$ cat src/common/duty_pkg.sv
`default_nettype none
package duty_pkg;

    // ------------------------------------------------------------
    // Clock and time base
    // ------------------------------------------------------------
    localparam int CLK_PERIOD_NS = 4;
    localparam int TICK_PERIOD_US = 1000;
    localparam int TICK_CYCLES = (TICK_PERIOD_US * 1000) / CLK_PERIOD_NS;

    // ------------------------------------------------------------
    // Duty cycle figures, in ticks of one millisecond
    // ------------------------------------------------------------
    localparam int AIR_W = 16;
    localparam int OWED_W = 21;
    localparam logic [3:0] PAUSE_FACTOR = 4'hC;
    localparam int ALLOW_MAX_S = 30;
    localparam logic [AIR_W-1:0] ALLOW_MAX_MS = AIR_W'(ALLOW_MAX_S * 1000);
    localparam logic [AIR_W-1:0] ALLOW_RESET_MS = ALLOW_MAX_MS;
    localparam logic [AIR_W-1:0] AIR_ZERO = 16'h0000;
    localparam logic [AIR_W-1:0] AIR_SAT = 16'hFFFF;
    localparam logic [OWED_W-1:0] OWED_ZERO = 21'h000000;
    localparam logic [OWED_W-1:0] OWED_SAT = 21'h1FFFFF;

    // ------------------------------------------------------------
    // Channel plan and power table
    // ------------------------------------------------------------
    localparam int FREQ_W = 30;
    localparam logic [6:0] CHAN_FIRST = 7'h01;
    localparam logic [6:0] CHAN_LAST_LOW = 7'h0A;
    localparam logic [6:0] CHAN_HIGH = 7'h64;
    localparam logic [FREQ_W-1:0] FREQ_CH1_HZ = 30'h33D22E94;
    localparam logic [FREQ_W-1:0] CHAN_STEP_HZ = 30'h000061A8;
    localparam logic [FREQ_W-1:0] FREQ_HIGH_HZ = 30'h33D3E608;
    localparam logic [3:0] PWR_FIRST = 4'h1;
    localparam logic [3:0] PWR_LAST_LOW = 4'h5;
    localparam logic [3:0] PWR_LAST = 4'hA;
    localparam logic [4:0] DBM_RESET = 5'h0A;

    typedef enum logic {RATE_1200, RATE_19200} rate_t;

    typedef struct packed {
        logic [FREQ_W-1:0] freq_hz;
        rate_t rate;
        logic [4:0] power_dbm;
        logic pa_tx_en;
        logic pa_rx_en;
    } radio_cfg_t;

    localparam radio_cfg_t RADIO_CFG_RESET = '{
        freq_hz: FREQ_CH1_HZ,
        rate: RATE_1200,
        power_dbm: DBM_RESET,
        pa_tx_en: 1'b0,
        pa_rx_en: 1'b0
    };

endpackage : duty_pkg
`default_nettype wire

$ cat src/tick_gen.sv
`timescale 1ns/1ns
`default_nettype none
module tick_gen #(
    parameter int CYCLES = duty_pkg::TICK_CYCLES
) (
    input wire logic clock,   // System clock
    input wire logic reset_n, // Async reset, active low
    output logic tick_r       // One-cycle pulse per period
);

    localparam int CW = $clog2(CYCLES + 1);
    localparam logic [CW-1:0] LAST = CW'(CYCLES - 1);

    logic [CW-1:0] count_r;
    logic [CW-1:0] count_nxt;
    wire wrap = (count_r == LAST);

    assign count_nxt = wrap ? '0 : count_r + CW'(1);

    // Free running: never gated by sleep, so pause keeps elapsing
    always_ff @(posedge clock or negedge reset_n)
    begin
        if (!reset_n)
        begin
            count_r <= '0;
            tick_r <= 1'b0;
        end
        else
        begin
            count_r <= count_nxt;
            tick_r <= wrap;
        end
    end

endmodule : tick_gen
`default_nettype wire

$ cat src/radio_cfg_map.sv
`timescale 1ns/1ns
`default_nettype none
module radio_cfg_map (
    input wire logic clock,              // System clock
    input wire logic reset_n,            // Async reset, active low
    input wire logic load,               // Apply channel and level
    input wire logic [6:0] channel,      // Channel number
    input wire logic [3:0] power_level,  // Power level 1..10
    output duty_pkg::radio_cfg_t cfg_r,  // Active radio settings
    output logic cfg_error_r             // Last load was rejected
);

    logic chan_low;
    logic chan_ok;
    logic pwr_ok;
    logic [duty_pkg::FREQ_W-1:0] low_freq;
    logic [4:0] dbm;
    duty_pkg::radio_cfg_t cfg_nxt;

    // ------------------------------------------------------------
    // Decode
    // ------------------------------------------------------------
    assign chan_low = (channel >= duty_pkg::CHAN_FIRST) && (channel <= duty_pkg::CHAN_LAST_LOW);
    assign chan_ok = chan_low || (channel == duty_pkg::CHAN_HIGH);
    assign pwr_ok = (power_level >= duty_pkg::PWR_FIRST) && (power_level <= duty_pkg::PWR_LAST);
    assign low_freq = duty_pkg::FREQ_CH1_HZ
        + duty_pkg::FREQ_W'(duty_pkg::CHAN_STEP_HZ * (channel - duty_pkg::CHAN_FIRST));

    assign dbm = (power_level == 4'h1) ? 5'h0A :
                 (power_level == 4'h2) ? 5'h0B :
                 (power_level == 4'h3) ? 5'h0C :
                 (power_level == 4'h4) ? 5'h0D :
                 (power_level == 4'h5) ? 5'h0E :
                 (power_level == 4'h6) ? 5'h12 :
                 (power_level == 4'h7) ? 5'h16 :
                 (power_level == 4'h8) ? 5'h18 :
                 (power_level == 4'h9) ? 5'h1A : 5'h1B;

    assign cfg_nxt.freq_hz = chan_low ? low_freq : duty_pkg::FREQ_HIGH_HZ;
    assign cfg_nxt.rate = chan_low ? duty_pkg::RATE_1200 : duty_pkg::RATE_19200;
    assign cfg_nxt.power_dbm = dbm;
    assign cfg_nxt.pa_tx_en = (power_level > duty_pkg::PWR_LAST_LOW);
    assign cfg_nxt.pa_rx_en = (power_level > duty_pkg::PWR_LAST_LOW);

    // Rejected loads keep the old settings so the radio never sees a bad tune
    always_ff @(posedge clock or negedge reset_n)
    begin
        if (!reset_n)
        begin
            cfg_r <= duty_pkg::RADIO_CFG_RESET;
            cfg_error_r <= 1'b0;
        end
        else if (load)
        begin
            if (chan_ok && pwr_ok)
                cfg_r <= cfg_nxt;
            cfg_error_r <= !(chan_ok && pwr_ok);
        end
    end

endmodule : radio_cfg_map
`default_nettype wire

$ cat src/tx_duty_cycle_governor.sv
`timescale 1ns/1ns
`default_nettype none
module tx_duty_cycle_governor #(
    parameter int TICK_CYCLES = duty_pkg::TICK_CYCLES
) (
    input wire logic clock,                                // System clock, 250 MHz
    input wire logic reset_n,                              // Async reset, active low
    input wire logic pkt_req,                              // Packet waiting to be sent, level
    input wire logic tx_active,                            // Transceiver on air, level
    input wire logic sleep,                                // Module asleep, level
    input wire logic allow_load,                           // Take allow_ms, pulse
    input wire logic [duty_pkg::AIR_W-1:0] allow_ms,       // Requested airtime allowance
    input wire logic radio_load,                           // Take channel and level, pulse
    input wire logic [6:0] channel,                        // Channel number
    input wire logic [3:0] power_level,                    // Power level
    output logic tx_start_r,                               // Start packet, pulse
    output logic pkt_done_r,                               // Packet airtime booked, pulse
    output logic tx_hold_r,                                // Owed pause blocks sending
    output logic [duty_pkg::AIR_W-1:0] allow_r,            // Allowance in force
    output logic [duty_pkg::AIR_W-1:0] burst_air_r,        // Airtime used in this burst
    output logic [duty_pkg::OWED_W-1:0] owed_r,            // Pause still owed
    output duty_pkg::radio_cfg_t radio_cfg_r,              // Radio settings
    output logic radio_err_r                               // Last radio load rejected
);

    // ------------------------------------------------------------
    // Types and signals
    // ------------------------------------------------------------
    typedef enum logic [1:0] {ST_IDLE, ST_START, ST_TX, ST_HOLD} gov_state_t;

    gov_state_t state_r;
    gov_state_t state_nxt;
    logic tick;
    logic [duty_pkg::AIR_W-1:0] pkt_air_r;
    logic [duty_pkg::AIR_W-1:0] pkt_air_nxt;
    logic [duty_pkg::AIR_W-1:0] burst_air_nxt;
    logic [duty_pkg::AIR_W-1:0] allow_nxt;
    logic [duty_pkg::OWED_W-1:0] owed_nxt;
    logic tx_start_nxt;
    logic pkt_done_nxt;
    logic tx_hold_nxt;

    // ------------------------------------------------------------
    // Time base
    // ------------------------------------------------------------
    tick_gen #(
        .CYCLES(TICK_CYCLES)
    ) u_tick (
        .clock(clock),
        .reset_n(reset_n),
        .tick_r(tick)
    );

    // ------------------------------------------------------------
    // Channel and power mapping
    // ------------------------------------------------------------
    radio_cfg_map u_map (
        .clock(clock),
        .reset_n(reset_n),
        .load(radio_load),
        .channel(channel),
        .power_level(power_level),
        .cfg_r(radio_cfg_r),
        .cfg_error_r(radio_err_r)
    );

    // ------------------------------------------------------------
    // Allowance configuration
    // ------------------------------------------------------------
    wire allow_too_big = (allow_ms > duty_pkg::ALLOW_MAX_MS);
    wire [duty_pkg::AIR_W-1:0] allow_clamped = allow_too_big ? duty_pkg::ALLOW_MAX_MS : allow_ms;

    assign allow_nxt = allow_load ? allow_clamped : allow_r;

    // ------------------------------------------------------------
    // Airtime measurement
    // ------------------------------------------------------------
    wire on_air = (state_r == ST_TX) && tx_active;
    wire tx_end = (state_r == ST_TX) && !tx_active;
    wire pkt_air_full = (pkt_air_r == duty_pkg::AIR_SAT);

    // Starts at one so a partial tick is booked, never lost
    wire [duty_pkg::AIR_W-1:0] pkt_air_inc = pkt_air_full ? pkt_air_r : pkt_air_r + duty_pkg::AIR_W'(1);

    assign pkt_air_nxt = (state_r == ST_START) ? duty_pkg::AIR_W'(1) :
                         (on_air && tick) ? pkt_air_inc : pkt_air_r;

    // ------------------------------------------------------------
    // Pause obligation of the finished packet
    // ------------------------------------------------------------
    wire [duty_pkg::OWED_W+3:0] pkt_pause_wide = (duty_pkg::OWED_W + 4)'(pkt_air_r)
        * (duty_pkg::OWED_W + 4)'(duty_pkg::PAUSE_FACTOR);
    wire [duty_pkg::OWED_W+4:0] owed_sum_wide = (duty_pkg::OWED_W + 5)'(owed_r)
        + (duty_pkg::OWED_W + 5)'(pkt_pause_wide);
    wire owed_sum_ovf = (owed_sum_wide > (duty_pkg::OWED_W + 5)'(duty_pkg::OWED_SAT));
    wire [duty_pkg::OWED_W-1:0] owed_added = owed_sum_ovf ? duty_pkg::OWED_SAT
                                                          : owed_sum_wide[duty_pkg::OWED_W-1:0];

    // ------------------------------------------------------------
    // Pause elapsing
    // ------------------------------------------------------------
    // Decrement ignores sleep on purpose: pause counts in every state off air
    wire owed_zero = (owed_r == duty_pkg::OWED_ZERO);
    wire pause_step = tick && !on_air && !owed_zero;
    wire [duty_pkg::OWED_W-1:0] owed_dec = owed_r - duty_pkg::OWED_W'(1);

    assign owed_nxt = tx_end ? owed_added :
                      pause_step ? owed_dec : owed_r;

    // ------------------------------------------------------------
    // Burst accounting
    // ------------------------------------------------------------
    wire [duty_pkg::AIR_W:0] burst_sum_wide = (duty_pkg::AIR_W + 1)'(burst_air_r)
        + (duty_pkg::AIR_W + 1)'(pkt_air_r);
    wire [duty_pkg::AIR_W-1:0] burst_added = burst_sum_wide[duty_pkg::AIR_W] ? duty_pkg::AIR_SAT
                                                                             : burst_sum_wide[duty_pkg::AIR_W-1:0];

    // A fully paid pause opens a fresh burst
    wire burst_paid = owed_zero && (state_r != ST_TX) && (state_r != ST_START);

    assign burst_air_nxt = tx_end ? burst_added :
                           burst_paid ? duty_pkg::AIR_ZERO : burst_air_r;

    // Allowance used up while pause is still owed
    wire burst_spent_after = (burst_added >= allow_r);
    wire pause_left_after = (owed_added != duty_pkg::OWED_ZERO);
    wire must_hold = burst_spent_after && pause_left_after;
    wire burst_spent_now = (burst_air_r >= allow_r) && !owed_zero;

    // ------------------------------------------------------------
    // Sequencing
    // ------------------------------------------------------------
    wire may_send = pkt_req && !sleep && !burst_spent_now;

    always_comb
    begin
        state_nxt = state_r;
        tx_start_nxt = 1'b0;
        pkt_done_nxt = 1'b0;
        unique case (state_r)
            ST_IDLE:
            begin
                if (burst_spent_now)
                    state_nxt = ST_HOLD;
                else if (may_send)
                begin
                    state_nxt = ST_START;
                    tx_start_nxt = 1'b1;
                end
            end
            ST_START:
            begin
                if (tx_active)
                    state_nxt = ST_TX;
            end
            ST_TX:
            begin
                if (!tx_active)
                begin
                    pkt_done_nxt = 1'b1;
                    state_nxt = must_hold ? ST_HOLD : ST_IDLE;
                end
            end
            ST_HOLD:
            begin
                if (owed_zero)
                    state_nxt = ST_IDLE;
            end
        endcase
    end

    // Hold shows on the output from the first cycle of the wait
    assign tx_hold_nxt = (state_nxt == ST_HOLD);

    // ------------------------------------------------------------
    // State registers
    // ------------------------------------------------------------
    // Reset clears both accumulators and releases any hold
    always_ff @(posedge clock or negedge reset_n)
    begin
        if (!reset_n)
        begin
            state_r <= ST_IDLE;
            pkt_air_r <= duty_pkg::AIR_ZERO;
            burst_air_r <= duty_pkg::AIR_ZERO;
            owed_r <= duty_pkg::OWED_ZERO;
            allow_r <= duty_pkg::ALLOW_RESET_MS;
            tx_hold_r <= 1'b0;
        end
        else
        begin
            state_r <= state_nxt;
            pkt_air_r <= pkt_air_nxt;
            burst_air_r <= burst_air_nxt;
            owed_r <= owed_nxt;
            allow_r <= allow_nxt;
            tx_hold_r <= tx_hold_nxt;
        end
    end

    // ------------------------------------------------------------
    // Event outputs
    // ------------------------------------------------------------
    always_ff @(posedge clock or negedge reset_n)
    begin
        if (!reset_n)
        begin
            tx_start_r <= 1'b0;
            pkt_done_r <= 1'b0;
        end
        else
        begin
            tx_start_r <= tx_start_nxt;
            pkt_done_r <= pkt_done_nxt;
        end
    end

endmodule : tx_duty_cycle_governor
`default_nettype wire

$ cat config.mk
export PLATFORM = sky130hd
export DESIGN_NAME = tx_duty_cycle_governor
export DESIGN_NICKNAME = d
export VERILOG_FILES = /design/src/common/duty_pkg.sv /design/src/tick_gen.sv /design/src/radio_cfg_map.sv /design/src/tx_duty_cycle_governor.sv
export SDC_FILE = /design/constraint.sdc
export NUM_CORES = 1
export LEC_CHECK = 0
export BUFFER_PORTS_ARGS = -buffer_cell sky130_fd_sc_hd__buf_2
export CAP_MARGIN = 10
export CELL_PAD_IN_SITES_DETAIL_PLACEMENT = 1
export CELL_PAD_IN_SITES_GLOBAL_PLACEMENT = 1
export CORE_UTILIZATION = 50
export DETAILED_ROUTE_END_ITERATION = 10
export PLACE_DENSITY = 0.9
export SLEW_MARGIN = 20
export SYNTH_ARGS = -nofsm -noshare
export SYNTH_HDL_FRONTEND = slang
export SYNTH_SLANG_ARGS = --single-unit
$ cat constraint.sdc
create_clock -name clock -period 13.93 [get_ports clock]
set_input_delay 0.6965 -clock clock [delete_from_list [all_inputs] [get_ports clock]]
set_output_delay 0.6965 -clock clock [all_outputs]
set_load 0.01 [all_outputs]
==> results of run 1 <==
[worst paths after layout]
check / from / endpoint / slack (ns)
setup / recovery: channel[0] / u_map.cfg_r[32] / 6.93
hold / removal: reset_n / burst_air_r[3] / 0.29
setup reg to reg: pkt_air_r[0] / state_r[1] / 7.62
hold reg to reg: u_map.cfg_r[3] / u_map.cfg_r[3] / 0.47
max in group asynchronous: reset_n / u_map.cfg_r[14] / 12.35
min in group clock: u_map.cfg_r[3] / u_map.cfg_r[3] / 0.47
[power by group through the flow]
stage	Combinational (mW)	Clock [mW]	Sequential, mW
after CTS	0.951	0.490	0.533
after detailed placement	0.938	0	0.538
after global placement	0.882	0	0.535
final	0.961	0.487	0.535
after global routing	1.05	0.506	0.544
after floorplan	0.627	0	0.548
[flip-flops by register name (all words and copies together), names as in the netlist, 2 cells and up]
| name | flops |
|---|---|
| u_map.cfg_r | 35 |
| owed_r | 21 |
| u_tick.count_r | 18 |
| allow_r | 16 |
| burst_air_r | 16 |
| pkt_air_r | 16 |
| state_r | 2 |
[area by class of cell]
cell class,count,area share (%)
inverter,117,3.32
tap,313,2.96
clock buffer,19,3.35
sequential,129,24.7
multi-input combinational,1047,59.2
antenna,1,0.0189
clock inverter,13,1.34
timing repair buffer,131,5.10
[cell families after synthesis]
group	after synthesis
AO/OA/AOI/OAI	324
XOR/XNOR	124
adder cells (fa/ha/maj)	177
buffers and inverters	156
flip-flops	129
multiplexers	10
other	1
AND/OR/NAND/NOR	410
[layer usage]
layer	vias to the layer above	track usage (%)	routed length, µm
li1	4956	-	-
met4	0	11.4	1030
met2	270	55.9	18400
met5	-	0	0
met1	5364	37.9	15400
met3	85	6.75	1930
[placed cells by master (no fill, tap or decap), types with 8 or more instances in the layout]
| cell type | netlist | final |
|---|---|---|
| clkbuf_16 | 0 | 17 |
| nor4_1 | 9 | 9 |
| mux2i_1 | 8 | 8 |
| a22oi_1 | 9 | 9 |
| a22o_1 | 14 | 14 |
| and2_1 | 10 | 10 |
| and3_1 | 13 | 13 |
| nor2_1 | 99 | 99 |
| nand2_1 | 114 | 114 |
| dfstp_2 | 24 | 24 |
| or2_2 | 11 | 11 |
| a21oi_1 | 76 | 76 |
| xor2_1 | 60 | 60 |
| or3_1 | 12 | 12 |
| nand3_1 | 42 | 42 |
| nor3_1 | 40 | 40 |
| inv_1 | 116 | 116 |
| dfrtp_1 | 105 | 105 |
| xnor2_1 | 64 | 64 |
| buf_2 | 7 | 125 |
| a31oi_1 | 12 | 11 |
| o21ai_0 | 59 | 59 |
| fa_1 | 23 | 23 |
| nand2b_1 | 9 | 9 |
| o21a_1 | 12 | 12 |
| ha_1 | 154 | 154 |
| nor2b_1 | 10 | 10 |
| o211ai_1 | 8 | 8 |
| a21o_1 | 31 | 31 |
| a211oi_1 | 18 | 18 |
| o21bai_1 | 10 | 10 |
| nand4_1 | 9 | 9 |
[critical path, cell delays in order]
cell and delay [ns]:
buf_2 0.13, inv_1 0.20, ha_1 0.26, nor3b_1 0.41, nand2_1 0.12, xnor2_1 0.52, ha_1 0.34, fa_1 0.48
ha_1 0.31, inv_1 0.05, fa_1 0.51, fa_1 0.58, inv_1 0.05, ha_1 0.32, o21ai_0 0.16, a21bo_2 0.28
a211oi_1 0.36, a221oi_1 0.21, xnor2_1 0.36, nor2_1 0.12, a31oi_1 0.31, mux2_2 0.38, a211oi_1 0.21
[metrics by stage]
step           cell area [µm²]  util [%]  power (mW)  cells
4_1_cts                  13200      57.9        1.97   1769
2_1_floorplan            11700         -        1.18   1332
5_1_grt                  13200      58.0        2.10   1769
3_5_place_dp             12600      55.2        1.48   1737
6_report                 13200      58.0        1.98   1770
3_3_place_gp             12600      55.2        1.42   1737
==> impl_metrics.toml, run 1 <==
[clocking]
clock_path_buffers = 2
clockRootBuffer = "clkbuf_16"
clk_pin_slew_ns = 0.07
clk_latency_ns = 0.43
cts_hold_buf = 0
clock_sinks = 129
cts_htree_levels = 4
post_cts_buffers = 0
cts.repair.resized = 0
cts_made_buffers = 17
cts_tree = "done"

[floorplanning]
die-area_mm2 = 0.0240
core_mm2 = 0.0228
start_util_pct = 51.3
io_pins = 129
rows = 55
die_w_um = 155
die_h_um = 155

[sta]
finalCritPeriodShare_pct = 50.3
finClkSkew_ns = 0.0169
fin_tns_setup_ns = 0
period_minus_slack_ns = 7.00
setup_viol = 0
finalHoldViolCount = 0
whs_ns = 0.288
worstMarginPinSlew_ns = 1.06
rsz0062_at_grt = "false"
fmax_mhz = 143
finalMaxSlewViolations = 0
setup_slack_ns = 6.93
slew-limit-headroom_pct = 29.7

[logic_synthesis]
synth_fa_ha_area_share_pct = 20.4
yosys.area.top_type_share_pct = 22.5
synthArstFlopShare_pct = 100
synth-main-ff-cell = "dfrtp_1"
yosysMostFrequentCell = "ha_1"
synth_common_cells = "ha_1, inv_1, nand2_1"
synth_area_mm2 = 0.0117
ys_ff_latch = 129
yosys.area_share.simple_pct = 17.2
synth_edf_count = 0
avgSynthCellArea_um2 = 8.77
yosysTopAreaCell = "dfrtp_1"
synthMuxAreaShare_pct = 0.975
synth.yosys.seq_area_share_pct = 27.9
synth_top_family_by_area = "adder cells"
synth_compound_area_share_pct = 18.9
ys_warn_count = 0
synth_cell_types = 87
yosys.area_share.xor_xnor_pct = 9.30
synth_cells = 1331
ys_top_cells_by_area = "dfrtp_1, ha_1, dfstp_2, xnor2_1, xor2_1"

[finish]
fillCellCount = 2679
drive_gt1_share_pct = 15.1
area_growth_pct = 13.2
seq_area_mm2 = 0.00326
fin_nets = 1654
multi_input_area_mm2 = 0.00783

[route]
drt_first_iter_violations = 513
ant_nets = 0
drc = 0
dr.pass1.iters = 4
wl_per_cell_um = 20.8
route.vias.total = 10675
wl_um = 36700
viasPerCell = 6.03

[pwr]
vdd_ir_drop_max_mv = 0.0920
p_clk_share_pct = 24.6
powerDensity_mw_per_mm2 = 150
pwr-share-seq_pct = 27.0
switchingPower_uw = 856
power.leakage_nw = 6.59
intPower_mw = 1.13
netSwitchingFraction_pct = 43.2
comb_power_share_pct = 48.4

[global_route]
grt_pass1_vias = 11503
antenna_found_initial = 1
track_usage_pct = 31.7
gr-total-overflow = 0
grt_pass1_wl_um = 59800
grt_max_degree = 71

[placed_design]
io_buffers = 126
dp_slack_ns = 6.55
place_congestion = 0.926
dp_hpwl_um = 28200

[run_status]
status = "completed"

[critical_path]
end_kind = "flip-flop"
critPathRequiredTime_ns = 14.27
r2r_cells = 22
worstSetupPathType = "in2reg"
cp_max_fo = 6
startpoint_type = "input pin"
cp.arrival_ns = 7.34

[worst_hold_path]
hp-class = "in2async"

[run]
cap_violations = 0
Power figures use the tool's default switching activity.
==> run 2, diff against run 1 <==
--- a/config.mk
+++ b/config.mk
@@ -9,9 +9,9 @@
 export CAP_MARGIN = 10
 export CELL_PAD_IN_SITES_DETAIL_PLACEMENT = 1
 export CELL_PAD_IN_SITES_GLOBAL_PLACEMENT = 1
-export CORE_UTILIZATION = 50
+export CORE_UTILIZATION = 46
 export DETAILED_ROUTE_END_ITERATION = 10
-export PLACE_DENSITY = 0.9
+export PLACE_DENSITY = 0.84
 export SLEW_MARGIN = 20
 export SYNTH_ARGS = -nofsm -noshare
 export SYNTH_HDL_FRONTEND = slang
==> constraint.sdc (replaced) <==
create_clock -name clock -period 6.45 [get_ports clock]
set_input_delay 0.3225 -clock clock [delete_from_list [all_inputs] [get_ports clock]]
set_output_delay 0.3225 -clock clock [all_outputs]
set_load 0.01 [all_outputs]
==> run 2 against run 1 <==
Against the previous run:
- worst setup slack worse by 6.5 ns
- clock power is 120% higher
- combinational power is 110% higher
- utilization is 3.9 points lower
- cell count is 1.2% higher
- sequential cell count stayed put
- first-iteration DRC count is 2.7% higher
- clock skew is 0.0057 ns lower
- count of clock-buffer cells in the layout is 1 lower
- critical path type is now reg2reg
==> impl_metrics.toml, run 2 (synthesis gave the netlist of run 1 again) <==
[global_route]
grt_pass1_wl_um = 59700
antenna_found_initial = 1
gr-total-overflow = 0
track_usage_pct = 28.8
grt_pass1_vias = 11390
grt_max_degree = 76

[pwr]
comb_power_share_pct = 48.0
netSwitchingFraction_pct = 42.2
p_clk_share_pct = 25.0
switchingPower_mw = 1.81
powerDensity_mw_per_mm2 = 322
total_power_mw = 4.29
intPower_mw = 2.48
power.leakage_nw = 6.64
pwr-share-seq_pct = 27.0
vdd_ir_drop_max_mv = 0.161

[clocking]
clock_path_buffers = 2
cts_hold_buf = 1
cts.repair.resized = 0
cts_htree_levels = 4
clock_sinks = 129
clk_pin_slew_ns = 0.07
post_cts_buffers = 0
clockRootBuffer = "clkbuf_16"
cts_made_buffers = 17
cts_tree = "done"
clk_latency_ns = 0.43

[route]
drt_first_iter_violations = 527
wl_per_cell_um = 20.2
dr.pass1.iters = 4
wl_um = 36100
route.vias.total = 10516
viasPerCell = 5.87
drc = 0
ant_nets = 0

[sta]
slew-limit-headroom_pct = 31.0
finalHoldViolCount = 0
period_minus_slack_ns = 6.00
rsz0062_at_grt = "false"
fin_tns_setup_ns = 0
fmax_mhz = 167
setup_viol = 0
worstMarginPinSlew_ns = 1.01
finalCritPeriodShare_pct = 93.0
finalMaxSlewViolations = 0
finClkSkew_ns = 0.0113

[floorplanning]
die_w_um = 161
start_util_pct = 47.5
die-area_mm2 = 0.0260
rows = 57
die_h_um = 161
io_pins = 129
core_mm2 = 0.0246

[critical_path]
r2r_start = "pkt_air_r[1]"
worstSetupPathType = "reg2reg"
end_kind = "flip-flop"
startpoint_type = "flip-flop"
cp.arrival_ns = 6.29
reg2reg_slack_ns = 0.45
r2r-end = "state_r[1]"
critPathRequiredTime_ns = 6.75
r2r_cells = 22
cp_max_fo = 9

[run]
cap_violations = 0

[finish]
layout_commonest_cell = "ha_1"
fillCellCount = 2942
drive_gt1_share_pct = 15.7
largest_reg_flops = 35
area_growth_pct = 14.1
top_regs = "u_map.cfg_r x35, owed_r x21, u_tick.count_r x18"
layout_common_cells = "ha_1, buf_2, inv_1"
regMostFlops = "u_map.cfg_r"
fin_nets = 1665

[worst_hold_path]
hp-class = "in2reg"
min_to = "allow_r[5]"
hold_path_depth = 3
min_from = "allow_ms[5]"

[run_status]
status = "completed"

[placed_design]
place_congestion = 0.905
dp_hpwl_um = 27600
io_buffers = 126
## run 2: how the worst max path moves through the flow
stage,start,endpoint,slack (ns),cells after the start
after global placement,channel[0],u_map.cfg_r[32],0.38,21
final,pkt_air_r[1],state_r[1],0.45,22
after detailed placement,channel[0],u_map.cfg_r[32],0.08,21
after global routing,pkt_air_r[1],state_r[1],0.14,22
after floorplan,channel[0],u_map.cfg_r[32],0.55,22
after CTS,pkt_air_r[1],state_r[1],0.51,22
## run 2: layout make-up
class	count	area [µm²]	area share, %
multi-input combinational	1047	7820	58.7
sequential	129	3260	24.5
timing repair buffer	142	759	5.70
inverter	117	439	3.30
clock buffer	18	429	3.22
tap	324	405	3.04
clock inverter	14	204	1.53
antenna	1	2.50	0.0188
## run 2: metal layers
layer	vias up	GRT usage (%)	part of all wire (%)
li1	4971	-	-
met1	5249	34.6	43
met2	237	50.7	50
met3	59	6.52	5.2
met4	0	9.48	2.4
met5	-	0	0
## run 2: through the flow
stage                     area (µm²)  util (%)  hold slack (ns)  setup WS [ns]  std cells
after floorplan                11700         -           0.0269          0.551       1332
after global placement         12700      51.5            0.408          0.381       1758
after detailed placement       12700      51.5            0.417         0.0836       1758
after CTS                      13300      54.1           0.0908          0.507       1791
after global routing           13300      54.1            0.117          0.141       1791
final                          13300      54.1            0.109          0.453       1792
## run 2: power groups by stage
stage / clock [mW] / combinational, mW / sequential, mW
3_3_place_gp: 0 / 1.97 / 1.16
6_report: 1.07 / 2.06 / 1.16
3_5_place_dp: 0 / 2.03 / 1.16
4_1_cts: 1.09 / 2.06 / 1.15
2_1_floorplan: 0 / 1.36 / 1.18
5_1_grt: 1.12 / 2.28 / 1.18
## run 2: worst max-delay path: stages (launching register included)
cell       delay [ns]
dfrtp_1          0.43
ha_1             0.23
inv_1            0.07
fa_1             0.40
nor2b_1          0.14
o21ai_0          0.14
a21boi_0         0.33
o21ai_0          0.17
a21oi_1          0.23
nor2_1           0.11
o21bai_1         0.21
a211oi_1         0.11
nor2_1           0.10
ha_1             0.33
a21o_1           0.24
a21o_1           0.19
a2111oi_0        0.46
nor3_1           0.20
a221oi_1         0.44
o31ai_1          0.20
nor4_2           0.55
o21bai_1         0.12
mux4_2           0.47
